--- config.mk ---
export PLATFORM = sky130hd
export DESIGN_NAME = uftas_top
export DESIGN_NICKNAME = d
export VERILOG_FILES = /design/src/rtl/uftas_pkg.sv /design/src/rtl/uftas_mem.sv /design/src/rtl/uftas_top.sv
export SDC_FILE = /design/constraint.sdc
export NUM_CORES = 1
export LEC_CHECK = 0
export BUFFER_PORTS_ARGS = -buffer_cell sky130_fd_sc_hd__buf_2
export CAP_MARGIN = 20
export CORE_ASPECT_RATIO = 1.1
export CORE_MARGIN = 4
export CORE_UTILIZATION = 30
export CTS_CLUSTER_SIZE = 30
export DETAILED_ROUTE_END_ITERATION = 8
export SYNTH_ARGS = -nofsm -noshare
export SYNTH_HDL_FRONTEND = slang
export SYNTH_SLANG_ARGS = --single-unit
--- constraint.sdc ---
create_clock -name clk_i -period 3.8 [get_ports clk_i]
set_input_delay 0.19 -clock clk_i [delete_from_list [all_inputs] [get_ports clk_i]]
set_output_delay 0.19 -clock clk_i [all_outputs]
set_load 0.02 [all_outputs]
--- src/rtl/uftas_pkg.sv ---
// constants shared by the fifo test-access and status block
package uftas_pkg;
    localparam int unsigned APB_AW = 32;
    localparam int unsigned APB_DW = 32;
    // register byte addresses
    localparam logic [APB_AW-1:0] FTAC_ADDR = 32'h5000_1170;
    localparam logic [APB_AW-1:0] STAT_ADDR = 32'h5000_117c;
    localparam logic [APB_AW-1:0] DATA_ADDR = 32'h5000_1100;
    localparam logic [APB_AW-1:0] FCR_ADDR = 32'h5000_1108;
    localparam logic [APB_AW-1:0] IRQ_STAT_ADDR = 32'h5000_1180;
    localparam logic [APB_AW-1:0] IRQ_CLR_ADDR = 32'h5000_1184;
    localparam logic [APB_AW-1:0] IRQ_EN_ADDR = 32'h5000_1188;
    // field positions
    localparam int unsigned FTAE_BIT = 0;
    localparam int unsigned FEN_BIT = 0;
    localparam int unsigned RQF_BIT = 4;
    localparam int unsigned RQNE_BIT = 3;
    localparam int unsigned TQE_BIT = 2;
    localparam int unsigned TQNF_BIT = 1;
    localparam int unsigned STAT_W = 16;
    localparam int unsigned IRQ_W = 3;
    localparam int unsigned IRQ_RX_FULL = 0;
    localparam int unsigned IRQ_RX_DATA = 1;
    localparam int unsigned IRQ_TOGGLE = 2;
    // reset values
    localparam logic FTAE_RST = 1'b0;
    localparam logic FEN_RST = 1'b0;
    localparam logic [IRQ_W-1:0] IRQ_RST = 3'h0;
    // character width and defaults of the top-level parameters
    localparam int unsigned CHAR_W = 8;
    localparam int unsigned QUEUE_DEPTH = 16;
    localparam bit FIFO_ACCESS_DFLT = 1'b1;
endpackage

--- src/rtl/uftas_mem.sv ---
// queue storage with write-first registered read port
`timescale 1ns/100ps
module uftas_mem #(
    parameter int unsigned W = 8,
    parameter int unsigned DEPTH = 16
) (
    input wire logic clk_i,
    input wire logic rstn_i,
    input wire logic we_i,
    input wire logic [$clog2(DEPTH)-1:0] waddr_i,
    input wire logic [W-1:0] wdata_i,
    input wire logic [$clog2(DEPTH)-1:0] raddr_i,
    output logic [W-1:0] rdata_o
);
    logic [W-1:0] mem_r [DEPTH];
    logic [W-1:0] rdata_r;

    always_ff @(posedge clk_i) begin
        if (we_i) begin
            mem_r[waddr_i] <= wdata_i;
        end
    end

    // a write to the word being fetched is passed straight to the head
    always_ff @(posedge clk_i or negedge rstn_i) begin
        if (!rstn_i) begin
            rdata_r <= '0;
        end else if (we_i && waddr_i == raddr_i) begin
            rdata_r <= wdata_i;
        end else begin
            rdata_r <= mem_r[raddr_i];
        end
    end

    assign rdata_o = rdata_r;
endmodule

--- src/rtl/uftas_top.sv ---
// uart queue test access, queue status and apb register slave
`timescale 1ns/100ps
// Notes on behaviour
// - without the test-access option, writes to the enable bit are ignored; always readable
// - test access with queues on: bus writes fill rx queue, reads drain tx queue
// - test access with queues off: bus writes load rx buffer, reads return tx holding
// - switching test access on or off empties both queues
// - test-access enable is bit 0, resets to zero, one enables
// - status bit 4 reads one while the rx queue is full, resets zero
// - status bit 3 reads one while rx queue holds an entry, resets zero
// - rx not-empty bit clears once the last entry leaves
// - queues are used only when control bit 0 is one; else single buffers
module uftas_top #(
    parameter int unsigned DEPTH = uftas_pkg::QUEUE_DEPTH,
    parameter bit FIFO_ACCESS = uftas_pkg::FIFO_ACCESS_DFLT
) (
    input wire logic clk_i,
    input wire logic rstn_i,
    input wire logic psel_i,
    input wire logic penable_i,
    input wire logic pwrite_i,
    input wire logic [uftas_pkg::APB_AW-1:0] paddr_i,
    input wire logic [uftas_pkg::APB_DW-1:0] pwdata_i,
    output logic [uftas_pkg::APB_DW-1:0] prdata_o,
    output logic pready_o,
    output logic pslverr_o,
    input wire logic rx_push_i,
    input wire logic [uftas_pkg::CHAR_W-1:0] rx_data_i,
    input wire logic tx_pop_i,
    output logic tx_valid_o,
    output logic [uftas_pkg::CHAR_W-1:0] tx_data_o,
    output logic fifo_en_o,
    output logic test_access_o,
    output logic irq_o
);
    import uftas_pkg::*;

    localparam int unsigned PW = $clog2(DEPTH);
    localparam int unsigned CW = $clog2(DEPTH + 1);
    localparam logic [CW-1:0] FULL_CNT = CW'(DEPTH);
    localparam int RX = 0;
    localparam int TX = 1;

    if (DEPTH < 2 || (DEPTH & (DEPTH - 1)) != 0) begin : g_bad_depth
        $error("uftas_top: DEPTH must be a power of two, at least 2");
    end

    logic ftae_r, fen_r;
    logic [CHAR_W-1:0] rbr_r;
    logic rbr_v_r;
    logic [CHAR_W-1:0] thr_r;
    logic thr_v_r;
    logic [APB_DW-1:0] prdata_r;
    logic rd_ok_r;
    logic [IRQ_W-1:0] irq_stat_r;
    logic [IRQ_W-1:0] irq_en_r;
    logic rq_full_prev_r, rq_ne_prev_r;
    logic [CW-1:0] cnt_r [2];
    logic [PW-1:0] wp_r [2];
    logic [PW-1:0] rp_r [2];
    logic [CHAR_W-1:0] head [2];
    logic push [2], pop [2];
    logic [CHAR_W-1:0] wdata [2];

    // apb decode; the slave never inserts wait states
    logic setup, commit, wr, rd, mapped;
    logic hit_ftac, hit_stat, hit_data, hit_fcr, hit_ist, hit_icl, hit_ien;
    assign setup = psel_i & ~penable_i;
    assign commit = psel_i & penable_i;
    assign wr = commit & pwrite_i;
    assign rd = commit & ~pwrite_i;
    assign hit_ftac = paddr_i == FTAC_ADDR;
    assign hit_stat = paddr_i == STAT_ADDR;
    assign hit_data = paddr_i == DATA_ADDR;
    assign hit_fcr = paddr_i == FCR_ADDR;
    assign hit_ist = paddr_i == IRQ_STAT_ADDR;
    assign hit_icl = paddr_i == IRQ_CLR_ADDR;
    assign hit_ien = paddr_i == IRQ_EN_ADDR;
    assign mapped = hit_ftac | hit_stat | hit_data | hit_fcr | hit_ist | hit_icl | hit_ien;
    assign pready_o = 1'b1;
    assign pslverr_o = commit & ~mapped;
    assign prdata_o = prdata_r;

    // queue and buffer status
    logic rq_full, rq_ne, tq_empty, tq_nfull;
    logic [STAT_W-1:0] status;
    assign rq_full = fen_r ? (cnt_r[RX] == FULL_CNT) : rbr_v_r;
    assign rq_ne = fen_r ? (cnt_r[RX] != '0) : rbr_v_r;
    assign tq_empty = fen_r ? (cnt_r[TX] == '0) : ~thr_v_r;
    assign tq_nfull = fen_r ? (cnt_r[TX] != FULL_CNT) : ~thr_v_r;
    always_comb begin
        status = '0;
        status[RQF_BIT] = rq_full;
        status[RQNE_BIT] = rq_ne;
        status[TQE_BIT] = tq_empty;
        status[TQNF_BIT] = tq_nfull;
    end

    // test-access enable: a change of value is what empties the queues
    logic ftae_wr, ftae_flip;
    assign ftae_wr = wr & hit_ftac & FIFO_ACCESS;
    assign ftae_flip = ftae_wr & (pwdata_i[FTAE_BIT] != ftae_r);

    always_ff @(posedge clk_i or negedge rstn_i) begin
        if (!rstn_i) begin
            ftae_r <= FTAE_RST;
        end else if (ftae_wr) begin
            ftae_r <= pwdata_i[FTAE_BIT];
        end
    end

    always_ff @(posedge clk_i or negedge rstn_i) begin
        if (!rstn_i) begin
            fen_r <= FEN_RST;
        end else if (wr && hit_fcr) begin
            fen_r <= pwdata_i[FEN_BIT];
        end
    end

    // data register traffic; rd_ok_r guards a pop against an empty source
    logic bus_wd, bus_rd, rx_eng;
    assign bus_wd = wr & hit_data;
    assign bus_rd = rd & hit_data & rd_ok_r;
    assign rx_eng = rx_push_i & ~(ftae_r & bus_wd);

    always_comb begin
        push[RX] = 1'b0;
        pop[RX] = 1'b0;
        push[TX] = 1'b0;
        pop[TX] = 1'b0;
        wdata[RX] = rx_data_i;
        wdata[TX] = pwdata_i[CHAR_W-1:0];
        if (fen_r && !ftae_flip) begin
            if (ftae_r && bus_wd && !rq_full) begin
                push[RX] = 1'b1;
                wdata[RX] = pwdata_i[CHAR_W-1:0];
            end else if (rx_eng && !rq_full) begin
                push[RX] = 1'b1;
            end
            pop[RX] = bus_rd & ~ftae_r;
            push[TX] = bus_wd & ~ftae_r & tq_nfull;
            if (ftae_r && bus_rd) begin
                pop[TX] = 1'b1;
            end else begin
                pop[TX] = tx_pop_i & ~tq_empty;
            end
        end
    end

    // one queue control per direction; storage lives in the memory module
    generate
        for (genvar q = 0; q < 2; q++) begin : g_queue
            logic [PW-1:0] rp_nxt;
            logic [PW-1:0] raddr;
            assign rp_nxt = rp_r[q] + PW'(1);
            assign raddr = ftae_flip ? '0 : (pop[q] ? rp_nxt : rp_r[q]);

            always_ff @(posedge clk_i or negedge rstn_i) begin
                if (!rstn_i) begin
                    cnt_r[q] <= '0;
                    wp_r[q] <= '0;
                    rp_r[q] <= '0;
                end else if (ftae_flip) begin
                    cnt_r[q] <= '0;
                    wp_r[q] <= '0;
                    rp_r[q] <= '0;
                end else begin
                    if (push[q]) begin
                        wp_r[q] <= wp_r[q] + PW'(1);
                    end
                    if (pop[q]) begin
                        rp_r[q] <= rp_nxt;
                    end
                    if (push[q] && !pop[q]) begin
                        cnt_r[q] <= cnt_r[q] + CW'(1);
                    end else if (pop[q] && !push[q]) begin
                        cnt_r[q] <= cnt_r[q] - CW'(1);
                    end
                end
            end

            uftas_mem #(
                .W(CHAR_W),
                .DEPTH(DEPTH)
            ) u_mem (
                .clk_i(clk_i),
                .rstn_i(rstn_i),
                .we_i(push[q]),
                .waddr_i(wp_r[q]),
                .wdata_i(wdata[q]),
                .raddr_i(raddr),
                .rdata_o(head[q])
            );
        end
    endgenerate

    // single-entry buffers used while the queues are off
    always_ff @(posedge clk_i or negedge rstn_i) begin
        if (!rstn_i) begin
            rbr_r <= '0;
            rbr_v_r <= 1'b0;
        end else if (ftae_flip) begin
            rbr_v_r <= 1'b0;
        end else if (!fen_r) begin
            if (ftae_r && bus_wd) begin
                rbr_r <= pwdata_i[CHAR_W-1:0];
                rbr_v_r <= 1'b1;
            end else if (rx_eng) begin
                rbr_r <= rx_data_i;
                rbr_v_r <= 1'b1;
            end else if (bus_rd && !ftae_r) begin
                rbr_v_r <= 1'b0;
            end
        end
    end

    always_ff @(posedge clk_i or negedge rstn_i) begin
        if (!rstn_i) begin
            thr_r <= '0;
            thr_v_r <= 1'b0;
        end else if (ftae_flip) begin
            thr_v_r <= 1'b0;
        end else if (!fen_r) begin
            if (bus_wd && !ftae_r) begin
                thr_r <= pwdata_i[CHAR_W-1:0];
                thr_v_r <= 1'b1;
            end else if (tx_pop_i && thr_v_r) begin
                thr_v_r <= 1'b0;
            end
        end
    end

    assign tx_valid_o = ~tq_empty;
    assign tx_data_o = fen_r ? head[TX] : thr_r;
    assign fifo_en_o = fen_r;
    assign test_access_o = ftae_r;

    // read data is fetched in the setup cycle and held through the access
    logic [CHAR_W-1:0] data_rd;
    logic data_ok;
    always_comb begin
        if (ftae_r) begin
            data_rd = fen_r ? head[TX] : thr_r;
            data_ok = fen_r ? ~tq_empty : 1'b0;
        end else begin
            data_rd = fen_r ? head[RX] : rbr_r;
            data_ok = rq_ne;
        end
    end

    always_ff @(posedge clk_i or negedge rstn_i) begin
        if (!rstn_i) begin
            prdata_r <= '0;
            rd_ok_r <= 1'b0;
        end else if (setup) begin
            rd_ok_r <= ~pwrite_i & hit_data & data_ok;
            prdata_r <= '0;
            if (!pwrite_i) begin
                if (hit_ftac) begin
                    prdata_r <= APB_DW'(ftae_r);
                end else if (hit_stat) begin
                    prdata_r <= APB_DW'(status);
                end else if (hit_data) begin
                    prdata_r <= APB_DW'(data_rd);
                end else if (hit_fcr) begin
                    prdata_r <= APB_DW'(fen_r);
                end else if (hit_ist) begin
                    prdata_r <= APB_DW'(irq_stat_r);
                end else if (hit_ien) begin
                    prdata_r <= APB_DW'(irq_en_r);
                end
            end
        end
    end

    // sticky events; a new event beats a clear in the same cycle
    logic [IRQ_W-1:0] ev;
    assign ev[IRQ_RX_FULL] = rq_full & ~rq_full_prev_r;
    assign ev[IRQ_RX_DATA] = rq_ne & ~rq_ne_prev_r;
    assign ev[IRQ_TOGGLE] = ftae_flip;

    always_ff @(posedge clk_i or negedge rstn_i) begin
        if (!rstn_i) begin
            rq_full_prev_r <= 1'b0;
            rq_ne_prev_r <= 1'b0;
            irq_stat_r <= IRQ_RST;
            irq_en_r <= IRQ_RST;
        end else begin
            rq_full_prev_r <= rq_full;
            rq_ne_prev_r <= rq_ne;
            if (wr && hit_icl) begin
                irq_stat_r <= (irq_stat_r & ~pwdata_i[IRQ_W-1:0]) | ev;
            end else begin
                irq_stat_r <= irq_stat_r | ev;
            end
            if (wr && hit_ien) begin
                irq_en_r <= pwdata_i[IRQ_W-1:0];
            end
        end
    end

    assign irq_o = |(irq_stat_r & irq_en_r);
endmodule

==> results.md <==
- Final hold viol count: 0
- Worst slew margin: 0.419
- CORE AREA: 50100 µm²
- Non-Filler Instances: 1988
- Worst hold path class: input pin to flip-flop
- Maximum clock path buffer count: 3
- Total CTS buffers: 38
- Synth cell types: 71
- Post-synth top area share: 0.505
- Number of global-route vias before repair: 9740
- Final Max Slew Viols: 0
- Worst EP arrival: 3.81 ns
- Ys async rst share: 0.236
- Setup Fix Bufs, Post-CTS: 0
- Clock Latency Late Sink: 0.54 ns
- WS Path Type: flip-flop to flip-flop
- Starting Density: 0.303
- Crit. End Element: flip-flop
- Pre-antenna DRT Iters: 5
- Flop-to-flop setup slack: 0.41 ns
- Post-route setup TNS: 0 ns
- Layout area overhead: 18.3%
- Slowest CP cell: or4_1
- # clock sinks: 335
- Setup crit start kind: flip-flop
- Final setup vio count: 0
- Tmin final: 3.39 ns
- Drt drc: 0
- Gpl congestion: 0.832
- Final setup margin: 0.413 ns
- Top FF cell, synth: edfxtp_1
- Synth area leaders: edfxtp_1 (51%), dfrtp_1 (13%), mux2i_1 (6.4%), nand2_1 (3.5%), mux2_2 (3.4%)
- Skew final: 0.0188 ns
- Die Span X: 223 µm
- Vias/cell: 4.94
- P_leak: 6.90 nW
- Final critical-path share of the clock period: 0.891
- CP max FO: 33
- Peak per-stage delay on the critical path: 0.48 ns
- Io pins: 125
- #FFs+latches synth: 335
- Placement row count: 86
- Clock transition at the registers of the reported paths: 0.06 ns
- Die Area: 54400 µm²
- Initial antenna violation count: 1
- DP Cell Count: 1910
- RSZ-0062 raised after global routing: no
- Worst path buffer plus inverter count: 1
- Run status: finished clean
- First-pass GRT wire length: 58700 µm
- Sequential area share after synthesis: 0.635
- GRT Residual Overflow: 0
- CTS root buf: clkbuf_16
- Reg-to-reg critical path endpoint: g_queue[1].u_mem.rdata_o[1]
- Wire length per cell: 19.2 µm
- Hold Slack: 0.0427 ns
- Layout cells sized above 1: 0.192
- Max-cap violations: 0
- Post-route ant nets: 0
- DPL Wire Length: 26500 µm
- Worst-path cell chain: nor4_1, a21oi_1, and3_1, a221oi_4, nand2_2, buf_12, mux2_1, o211a_1, or4_1, mux2_2
- Port Buffers: 75
- Die height: 244 µm
- CTS tree: built
- DP Worst Slack: -0.0202 ns
- Reg2Reg Depth: 10
- EDFF count, synth: 256
- HP Start: tx_pop_i
- Pwr per Cell Area: 434 nW/µm²
- Largest net degree at the start of global routing: 54
- Post-Synthesis Cells: 1161
- GRT Util Overall: 0.137
- Area of the mapped netlist: 15200 µm²
- Detailed-route wire length: 38300 µm
- Max IR drop VDD: 0.000296 V
- Via Count: 9820
- Synth area leader: edfxtp_1
- CTS H-tree depth: 2
- Average size of a mapped cell: 13.1 µm²
- CTS resizes: 0
- Worst Tran Pin Value: 0.867 ns
- Total Power Consumption: 0.00782 W
- Nets: 1395
- Ys Warns: 0
- Hold Path End: thr_v_r
- Worst endpoint required time: 4.22 ns
- FMAX: 0.295 GHz
- Reg-to-reg critical path startpoint: cnt_r[1]
- Min-Delay Path Depth: 4
- Initial drt markers: 625
- Family with the most delay on the worst path: simple AND/OR/NAND/NOR gates
==> cells in the final DEF, fill, tap and decap left out, types with 8 or more instances in the layout <==
master / Yosys / final
xnor2_1: 17 / 17
o21ai_0: 19 / 18
nand2_1: 141 / 141
conb_1: 2 / 25
and2_1: 10 / 10
nand4_1: 8 / 8
buf_2: 8 / 74
a21oi_1: 43 / 43
clkbuf_1: 34 / 14
nand3_1: 16 / 16
or4_1: 11 / 11
nor4_1: 11 / 11
and3_1: 20 / 20
dfrtp_1: 79 / 79
clkbuf_16: 0 / 38
edfxtp_1: 256 / 256
a211oi_1: 41 / 41
nor2_1: 50 / 50
ha_1: 17 / 17
o31ai_1: 12 / 12
mux2_2: 46 / 46
nor3_1: 20 / 19
buf_4: 27 / 62
mux2i_1: 97 / 97
nor2b_1: 17 / 17
a31oi_1: 8 / 8
inv_1: 26 / 26
==> layout make-up <==
type | count | area, µm²
diodes | 1 | 2.50
inverters | 28 | 105
flip-flops and latches | 335 | 9660
well taps | 660 | 826
multi-input cells | 744 | 5130
clock buffers | 55 | 1040
fillers | 4835 | 32100
clock inverters | 15 | 189
repair buffers | 150 | 1050
==> cells by family (layout without fill, tap and decap cells) <==
| family | Yosys count | in the layout | share of synthesized area |
|---|---|---|---|
| other | 2 | 26 | 0.000494 |
| and+or+nand+nor | 339 | 339 | 0.111 |
| buffers and inverters | 105 | 248 | 0.0343 |
| AOI/OAI and AO/OA | 189 | 189 | 0.0872 |
| muxes | 150 | 150 | 0.103 |
| xor gates and xnor gates | 22 | 22 | 0.0127 |
| adders and majority gates | 19 | 19 | 0.0166 |
| DFF | 335 | 335 | 0.635 |
==> registers in the layout, summed over array words and instances (netlist names) <==
register,cells
irq_stat_r,3
rq_ne_prev_r,1
rp_r,8
fifo_en_o,1
cnt_r,10
rbr_r,8
g_queue.u_mem.rdata_o,16
rbr_v_r,1
irq_en_r,3
prdata_o,8
rd_ok_r,1
thr_r,8
rq_full_prev_r,1
thr_v_r,1
wp_r,8
g_queue.u_mem.mem_r,256
test_access_o,1
==> through the flow <==
stage | utilization | instance area (µm²)
floorplan | - | 15300
detailed placement | 0.333 | 16700
global placement | 0.333 | 16700
global route | 0.359 | 18000
CTS | 0.359 | 18000
finish | 0.359 | 18000
==> worst register-to-register path: cells and delay by family (launching register included) <==
| kind | cells | cell delay, ns |
|---|---|---|
| and+or+nand+nor | 4 | 1.32 |
| AOI/OAI and AO/OA | 3 | 0.70 |
| muxes | 2 | 0.64 |
| DFF | 1 | 0.42 |
| buffers and inverters | 1 | 0.20 |
==> metal layers <==
layer  up-vias  track usage  wire length (µm)
li1       4599            -                 -
met1      4902        0.171             15800
met4         0       0.0375               912
met3        61       0.0248              2040
met2       258        0.245             19500
met5         -            0                 0
==> how the worst max path moves through the flow <==
stage                start                           to  slack, ns  cells after the start
2_1_floorplan  paddr_i[23]                     cnt_r[9]       0.47                     13
3_3_place_gp   paddr_i[23]  g_queue[1].u_mem.rdata_o[1]       0.04                     12
3_5_place_dp   paddr_i[23]  g_queue[1].u_mem.rdata_o[1]      -0.02                     12
4_1_cts           cnt_r[1]  g_queue[1].u_mem.rdata_o[1]       0.41                     10
5_1_grt           cnt_r[1]  g_queue[1].u_mem.rdata_o[0]       0.21                     10
6_report          cnt_r[1]  g_queue[1].u_mem.rdata_o[1]       0.41                     10
==> report_power, final <==
part,switching [W],total (W),internal (W)
Clock,0.00144,0.00363,0.00219
Sequential,0.00000877,0.00397,0.00396
Combinational,0.000159,0.000217,0.0000580
Total,0.00161,0.00782,0.00621
==> what timing repair did <==
action,in CTS,in global routing
hold buffers,7,0
endpoints found under the setup margin,0,0
hold endpoints to repair,59,0
==> cells in the mapped netlist (12+ instances only) <==
| cell type | instances |
|---|---|
| nor3_1 | 20 |
| buf_4 | 27 |
| and3_1 | 20 |
| clkbuf_1 | 34 |
| xnor2_1 | 17 |
| ha_1 | 17 |
| a21oi_1 | 43 |
| dfrtp_1 | 79 |
| inv_1 | 26 |
| nand3_1 | 16 |
| edfxtp_1 | 256 |
| nand2_1 | 141 |
| a211oi_1 | 41 |
| mux2i_1 | 97 |
| nor2_1 | 50 |
| nor2b_1 | 17 |
| o21ai_0 | 19 |
| mux2_2 | 46 |
| o31ai_1 | 12 |
Note: power is estimated with default switching activity, not from simulation.
